--- src/wdt_regs.vh ---
// Behaviour
// - the timeout counter is a 32-bit down counter loaded from the load register.
// - once the lock is engaged, writes that would change the configuration have no effect.
// - the first timeout can raise an interrupt to the processor.
// - the first timeout is signalled when the enabled counter decrements to zero.
// - enabling the counter also enables the timeout interrupt.
// - after the first timeout the counter reloads from the load register and keeps counting.
// - a second zero while the interrupt is uncleared asserts reset if reset generation is on.
// - clearing the interrupt before the second timeout reloads the counter and resumes.
// - writing the load register while running loads the counter at once.
// - writing a load value of zero raises the timeout interrupt immediately.
// - software can read both raw and masked interrupt status.
// - a software enable decides whether a second timeout resets; locked while locked.
// - software can read whether the configuration is locked.
`ifndef WDT_REGS_VH
`define WDT_REGS_VH
`define WDT_ADDR_W      4
`define WDT_OFS_LOAD    4'h0
`define WDT_OFS_VALUE   4'h1
`define WDT_OFS_CTRL    4'h2
`define WDT_OFS_ICLR    4'h3
`define WDT_OFS_RIS     4'h4
`define WDT_OFS_MIS     4'h5
`define WDT_OFS_LOCK    4'h6
`define WDT_CTRL_INTEN  0
`define WDT_CTRL_RESEN  1
`define WDT_LOAD_RST    32'hffffffff
`define WDT_UNLOCK_KEY  32'h1acce551
`endif

--- src/wdt_top.v ---
// The placing of the registers and the plain strobed port are this design's own decisions.
`timescale 1ns/1ps
`default_nettype none
`include "wdt_regs.vh"
module wdt_top (
  input  wire                   clock_i,
  input  wire                   resetn_i,
  input  wire                   ce_i,
  input  wire [`WDT_ADDR_W-1:0] addr_i,
  input  wire [31:0]            wdata_i,
  input  wire                   wr_i,
  input  wire                   rd_i,
  output reg  [31:0]            rdata_o,
  output wire                   irq_o,
  output wire                   sys_reset_o
);
  reg [31:0] load_ff;
  reg [31:0] count_ff;
  reg        run_ff;
  reg        resen_ff;
  reg        ris_ff;
  reg        rst_ff;
  reg [31:0] nxt_rdata;
  wire       locked;
  wire       wr_load;
  wire       wr_ctrl;
  wire       wr_iclr;
  wire       zero_hit;

  wdt_lock u_lock (
    .clock_i  (clock_i),
    .resetn_i (resetn_i),
    .ce_i     (ce_i),
    .wr_i     (wr_i && (addr_i == `WDT_OFS_LOCK)),
    .wdata_i  (wdata_i),
    .locked_o (locked)
  );

  assign wr_load  = wr_i && (addr_i == `WDT_OFS_LOAD) && !locked;
  assign wr_ctrl  = wr_i && (addr_i == `WDT_OFS_CTRL) && !locked;
  // interrupt clear stays open under lock so the handler can still service it
  assign wr_iclr  = wr_i && (addr_i == `WDT_OFS_ICLR);
  assign zero_hit = run_ff && (count_ff == 32'h00000000);

  always @(posedge clock_i or negedge resetn_i) begin
    if (!resetn_i) begin
      load_ff  <= `WDT_LOAD_RST;
      count_ff <= `WDT_LOAD_RST;
      run_ff   <= 1'b0;
      resen_ff <= 1'b0;
      ris_ff   <= 1'b0;
      rst_ff   <= 1'b0;
    end else if (ce_i) begin
      if (wr_load) begin
        load_ff <= wdata_i;
      end
      // enable starts counter and interrupt; cleared only by reset
      if (wr_ctrl && wdata_i[`WDT_CTRL_INTEN]) begin
        run_ff <= 1'b1;
      end
      if (wr_ctrl) begin
        resen_ff <= wdata_i[`WDT_CTRL_RESEN];
      end
      // new load value taken at once
      if (wr_load) begin
        count_ff <= wdata_i;
      end else if (zero_hit) begin
        count_ff <= load_ff;
      end else if (wr_iclr && ris_ff) begin
        count_ff <= load_ff;
      end else if (run_ff) begin
        count_ff <= count_ff - 32'h00000001;
      end
      // zero load raises interrupt at once; set wins over clear
      if ((wr_load && (wdata_i == 32'h00000000)) || zero_hit) begin
        ris_ff <= 1'b1;
      end else if (wr_iclr) begin
        ris_ff <= 1'b0;
      end
      // second timeout with flag still set
      if (zero_hit && ris_ff && resen_ff) begin
        rst_ff <= 1'b1;
      end
    end
  end

  // interrupt gated by the running enable
  assign irq_o       = ris_ff && run_ff;
  assign sys_reset_o = rst_ff;

  always @* begin
    nxt_rdata = 32'h00000000;
    if (addr_i == `WDT_OFS_LOAD) begin
      nxt_rdata = load_ff;
    // live count, read has no side effect
    end else if (addr_i == `WDT_OFS_VALUE) begin
      nxt_rdata = count_ff;
    end else if (addr_i == `WDT_OFS_CTRL) begin
      nxt_rdata = {30'h00000000, resen_ff, run_ff};
    end else if (addr_i == `WDT_OFS_RIS) begin
      nxt_rdata = {31'h00000000, ris_ff};
    end else if (addr_i == `WDT_OFS_MIS) begin
      nxt_rdata = {31'h00000000, ris_ff && run_ff};
    end else if (addr_i == `WDT_OFS_LOCK) begin
      nxt_rdata = {31'h00000000, locked};
    end
  end

  always @(posedge clock_i or negedge resetn_i) begin
    if (!resetn_i) begin
      rdata_o <= 32'h00000000;
    end else if (ce_i) begin
      rdata_o <= rd_i ? nxt_rdata : 32'h00000000;
    end
  end
endmodule // wdt_top
`default_nettype wire

--- src/wdt_lock.v ---
`timescale 1ns/1ps
`default_nettype none
`include "wdt_regs.vh"
module wdt_lock (
  input  wire        clock_i,
  input  wire        resetn_i,
  input  wire        ce_i,
  input  wire        wr_i,
  input  wire [31:0] wdata_i,
  output wire        locked_o
);
  reg locked_ff;
  // any value but the key engages; the key alone releases
  always @(posedge clock_i or negedge resetn_i) begin
    if (!resetn_i) begin
      locked_ff <= 1'b0;
    end else if (ce_i && wr_i) begin
      locked_ff <= (wdata_i != `WDT_UNLOCK_KEY);
    end
  end
  assign locked_o = locked_ff;
endmodule // wdt_lock
`default_nettype wire

--- config.mk ---
export PLATFORM = sky130hd
export DESIGN_NAME = wdt_top
export DESIGN_NICKNAME = d
export VERILOG_FILES = /design/src/wdt_top.v /design/src/wdt_lock.v
export VERILOG_INCLUDE_DIRS = /design/src /design/src/src
export SDC_FILE = /design/constraint.sdc
export NUM_CORES = 1
export LEC_CHECK = 0
export ABC_AREA = 1
export BUFFER_PORTS_ARGS = -buffer_cell sky130_fd_sc_hd__buf_2
export CORE_MARGIN = 2
export CORE_UTILIZATION = 45
export CTS_CLUSTER_SIZE = 16
export DETAILED_ROUTE_END_ITERATION = 10
export PLACE_DENSITY_LB_ADDON = 0.2
export REMOVE_ABC_BUFFERS = 1
export SYNTH_ARGS = -nofsm -noshare
export SYNTH_HDL_FRONTEND = slang
export SYNTH_SLANG_ARGS = --single-unit
export TNS_END_PERCENT = 50
--- constraint.sdc ---
create_clock -name clock_i -period 2 [get_ports clock_i]
set_clock_uncertainty 0.05 [all_clocks]
set_input_delay 0.3 -clock clock_i [delete_from_list [all_inputs] [get_ports clock_i]]
set_output_delay 0.3 -clock clock_i [all_outputs]
set_load 0.05 [all_outputs]
# After elaboration in Yosys (flattened, before gate mapping)
# Index checks and enable logic that the tools add are counted.
[totals]
register_bits = 101
latch_bits = 0
ram_bits = 0
romBits = 0
in_bits = 41
out_inout_bits = 34
elab_cells = 56
mem_count = 0
[classes]
addsub = 1
n_mul = 0
n_div = 0
n_lt_le_gt_ge = 0
eq_ne = 7
n_shift = 0
muxes = 13
bitwise = 0
n_reduce_logical = 27
[op_table]
columns = ["op", "count"]
rows = [
  ["2-to-1 mux 32 bit", 7],
  ["logical NOT 32 bit", 2],
  ["!= test 32 x 29 -> 1 bit (second input constant)", 1],
  ["subtractor 32 x 1 -> 32 bit (second input constant)", 1],
  ["logical AND 1 bit", 14],
  ["== test 4 x 3 -> 1 bit (second input constant)", 3],
  ["AND reduction 2 bit", 6],
  ["== test 4 x 2 -> 1 bit (second input constant)", 2],
  ["2-to-1 mux 1 bit", 5],
  ["== test 4 x 1 -> 1 bit (second input constant)", 1],
  ["logical NOT 4 bit", 1],
  ["nonzero test 4 bit", 1],
  ["2-to-1 mux 2 bit", 1],
  ["nonzero test 2 bit", 1],
  ["logical NOT 1 bit", 1],
  ["logical OR 1 bit", 1],
]

# Depth between registers and ports, before layout
[logic_depth]
depth_word = 8
mapped_depth = 13
ltp_nobuf = 12

# Modules after synthesis
# From an unflattened synthesis, not the netlist that was laid out.
[hier_totals]
cells_unflattened = 843
hier_area_um2 = 6189.7
[by_module_without_submodules]
columns = ["module", "instances", "cells_per_inst", "area_per_inst_um2", "seq_area_each_um2"]
rows = [
  ["wdt_top", 1, 789, 5965.7, 2582.5],
  ["wdt_lock", 1, 54, 224.0, 25.0],
]

# Worst setup path after synthesis
# Ideal clock, no wire load.
[synth_path]
path_type = "register to register"
from = "register count_ff[0]"
to = "register count_ff[0]"
setup_ps = 61
t_arrival_ps = 1762
required_time_ps = 1889
path_slack_ps = 127
stages_incl_launch_ff = 14
path_buffers = 2
synth_period_minus_slack_ps = 1873
path_cell_list = "dfstp_2 inv_1 ha_1 nand2_2 nor2_4 buf_6 nand2_4 nor2_4 a21boi_4 buf_6 nand2_1 nand3_1 nand2_1 nand2_1"
[synth_via]
elab_chain_len = 5
word_cells_on_any_way = 9
classes_between = "1 x add/sub; 4 x mux; 4 x reduce/logical"
[synth_rtl]
columns = ["item", "line", "rtl"]
rows = [
  ["start: declaration", "wdt_top.v:18", "reg [31:0] count_ff;"],
  ["start signal: assignment", "wdt_top.v:48", "count_ff <= `WDT_LOAD_RST;"],
  ["start signal: assignment", "wdt_top.v:66", "count_ff <= wdata_i;"],
  ["start signal: assignment", "wdt_top.v:68", "count_ff <= load_ff;"],
  ["subtractor 32 x 1 -> 32 bit", "wdt_top.v:72", "count_ff <= count_ff - 32'h00000001;"],
  ["2-to-1 mux 32 bit", "wdt_top.v:71", "end else if (run_ff) begin"],
  ["2-to-1 mux 32 bit", "wdt_top.v:69", "end else if (wr_iclr && ris_ff) begin"],
  ["2-to-1 mux 32 bit", "wdt_top.v:67", "end else if (zero_hit) begin"],
  ["2-to-1 mux 32 bit", "wdt_top.v:65", "if (wr_load) begin"],
]
# Several ways; a longest one is shown, not always the timed one. The select of a mux whose other input is x is not followed.
# A chain may end at the register's enable or synchronous reset.

# Worst setup path in the final report
[layout_path]
from = "register count_ff[1]"
to = "register count_ff[26]"
# Same word-level chain as after synthesis.

==> results.toml <==
[status]
status = "finished clean"

[floorplan]
std_cell_rows = 42
initial_utilization = 0.462
die_h_um = 121
core_area_um2 = 13200
io_pins = 75
dieArea_um2 = 14500
dieWidth_um = 121

[yosys]
ys_seq_area_frac = 0.426
synth_edf_count = 0
yosysMostFrequentCell = "nand2_1"
synth_top_cell_by_area = "dfstp_2"
synth_flop_cell = "dfstp_2"
yosys_warnings = 0
synth_area_um2 = 6110
yosysUniqueCellTypes = 36
yosysTopAreaCellShare = 0.275
synth_top_cells_by_area = "dfstp_2 28%, dfrtp_1 15%, nand2_1 12%"
avgSynthCellArea_um2 = 7.31
async_reset_ff_frac = 1.00
synthTopCellsByCount = "194 x nand2_1, 109 x nor2_1, 98 x inv_1, 64 x dfstp_2, 62 x a21oi_1"
synthCells = 837
ys_ff_latch = 101

[global_routing]
grt_overflow_total = 0
grt_pass1_wl_mm = 30.5
grt_pass1_vias = 5846
grt_usage = 0.270
grt_max_degree = 102
antenna_found_initial = 0

[timing]
fin_crit_sh = 0.940
finalSetupTns_ns = 0
finalHoldViolCount = 0
worst_pin_slew_ns = 0.538
rsz0062_at_grt = "yes"
maxSlewViolCount = 0
slew_headroom = 0.641
period_needed_ns = 1.88
finalSetupViolCount = 0
fmax_ghz = 0.532
whs_ns = 0.127

[setup_path]
cp.arrival_ns = 2.11
critPathBufInv = 3
critPathCaptureType = "flip-flop"
cp_slowest_stage_delay_ns = 0.55
r2r-start = "count_ff[1]$_DFFE_PN1P_"
cp.required_ns = 2.23
ff2ff_path_depth = 14
cp_slowest_cell = "dfstp_2"
crit_fanout = 9
worstSetupPathType = "reg2reg"
start_kind = "flip-flop"
path_cells = "inv_1 -> ha_2 -> nand2_2 -> nor2_4 -> buf_4 -> buf_6 -> nand2_2 -> nor2_1 -> nand2_1 -> nand2_1 -> nor2_1 -> nor2_1 -> nor2_1 -> nor2_1"
crit_top_cell = "nor2_1"
cp_top_family = "simple AND/OR/NAND/NOR gates"
rrSetupSlack_ns = 0.12
rr_endpoint = "count_ff[26]$_DFFE_PN1P_"

[route]
firstDrtPassIters = 7
drc_errors = 0
ant_nets = 0
drt_iter0_drc = 422
wirelength_mm = 18.9
routed_via_density = 5.41
wire_per_inst_um = 17.0
vias = 6004

[placed_design]
post-dp-hpwl_mm = 13.7
gp_congestion = 0.929
place_inst = 1090
port_buffers = 74
dpl_cell_area_um2 = 6910

[job]
drv_cap = 0

[pwr]
swShare = 0.348
ir_worst_vdd_uv = 728
p_leak_nw = 3.63
fin_total_pwr_mw = 6.62
power_frac_comb = 0.292
internal-power_mw = 4.31
p_per_area_nw_per_um2 = 911
power_switching_mw = 2.30
clkPwrFrac = 0.256
p_seq_frac = 0.453

[hold_path]
hold_path.class = "in2reg"
hold_end = "load_ff[7]$_DFFE_PN1P_"
hp-start = "wdata_i[7]"
min_path_cells = 3

[clock_network]
clkTransAtPathRegs_ns = 0.07
ctsHtreeMaxLevel = 3
cts_tree = "yes"
clk_latency_ns = 0.36
cts.sink_count = 101
numCtsBuffers = 9
clock_path_buffers = 2
root_buffer = "clkbuf_16"

[finish]
layout-drive-gt1-share = 0.242
final_cells = 1110
fin_area_um2 = 7260
syn_to_final_growth_pct = 18.7
final_nets = 971
n_antenna_cell = 0
==> per-stage QoR <==
stage           util  setup slack [ns]
6_report       0.548             0.120
5_1_grt        0.548           -0.0199
4_1_cts        0.546           0.00948
3_5_place_dp   0.522           -0.0235
3_3_place_gp   0.522           -0.0164
2_1_floorplan      -            -0.740
==> registers in the layout, indices dropped and copies added (netlist names) <==
register	count
sys_reset_o	1
rdata_o	32
run_ff	1
resen_ff	1
count_ff	32
load_ff	32
ris_ff	1
u_lock.locked_o	1
==> power groups by stage <==
stage	combinational, mW	clock (mW)	sequential, mW
after floorplan	1.14	0	3.04
after global placement	1.87	0	3.00
after detailed placement	1.87	0	3.02
after CTS	1.90	1.74	2.99
after global routing	2.18	1.80	3.05
final	1.93	1.69	2.99
==> worst register-to-register path, delay by kind of cell, from the launching register on <==
kind,cells,cell delay (ns)
and+or+nand+nor,10,0.69
DFF,1,0.55
buffers and inverters,3,0.34
adders and majority gates,1,0.18
==> layer usage <==
| layer | up-vias | GRT usage | share of wire |
|---|---|---|---|
| met4 | 0 | 0.0850 | 0.016 |
| met3 | 22 | 0.0434 | 0.054 |
| li1 | 2942 | - | - |
| met1 | 2860 | 0.383 | 0.47 |
| met5 | - | 0 | 0 |
| met2 | 180 | 0.423 | 0.46 |
==> cell families after synthesis <==
| kind of cell | share of synthesized area |
|---|---|
| buf+inv | 0.0954 |
| simple gates | 0.281 |
| xor+xnor | 0.0129 |
| compound gates | 0.183 |
| fa+ha+maj | 0.00205 |
| flops | 0.426 |
==> what timing repair did <==
item / CTS / global route
hold endpoints to repair: 37 / 0
pin swaps: 1 / 1
buffers inserted: 3 / 0
setup endpoints to repair: 3 / 14
resized for setup: 0 / 10
hold buffers: 1 / 0
==> area by class of cell <==
cell class / instances / area (um2)
Sequential cell: 101 / 2610
Multi-Input combinational cell: 595 / 2960
Timing Repair Buffer: 122 / 815
Inverter: 100 / 375
Fill cell: 1339 / 5980
Tap cell: 176 / 220
Clock buffer: 13 / 260
Clock inverter: 3 / 21.3
==> placed cells by master (no fill, tap or decap), drive strengths merged, types with 2 or more instances in the layout <==
master,Yosys,routed
nor2,116,116
nand4,14,14
xor2,9,9
dfrtp,37,37
nor3,6,6
nand3,54,54
nor4,6,6
nand2,199,199
and2,2,2
a21oi,62,62
o22ai,37,37
clkinv,0,2
o21ai,54,54
a22o,30,30
inv,100,100
buf,21,121
clkbuf,20,13
dfstp,64,64
==> worst max-delay path by stage <==
stage	end	slack, ns	start	cells after the start
CTS	count_ff[26]$_DFFE_PN1P_	0.009	count_ff[0]$_DFFE_PN1P_	13
detailed placement	count_ff[7]$_DFFE_PN1P_	-0.02	count_ff[0]$_DFFE_PN1P_	11
finish	count_ff[26]$_DFFE_PN1P_	0.12	count_ff[1]$_DFFE_PN1P_	14
global placement	count_ff[7]$_DFFE_PN1P_	-0.02	count_ff[0]$_DFFE_PN1P_	11
global route	count_ff[26]$_DFFE_PN1P_	-0.02	count_ff[1]$_DFFE_PN1P_	14
floorplan	load_ff[10]$_DFFE_PN1P_	-0.74	addr_i[1]	6
Power figures use the tool's default switching activity.
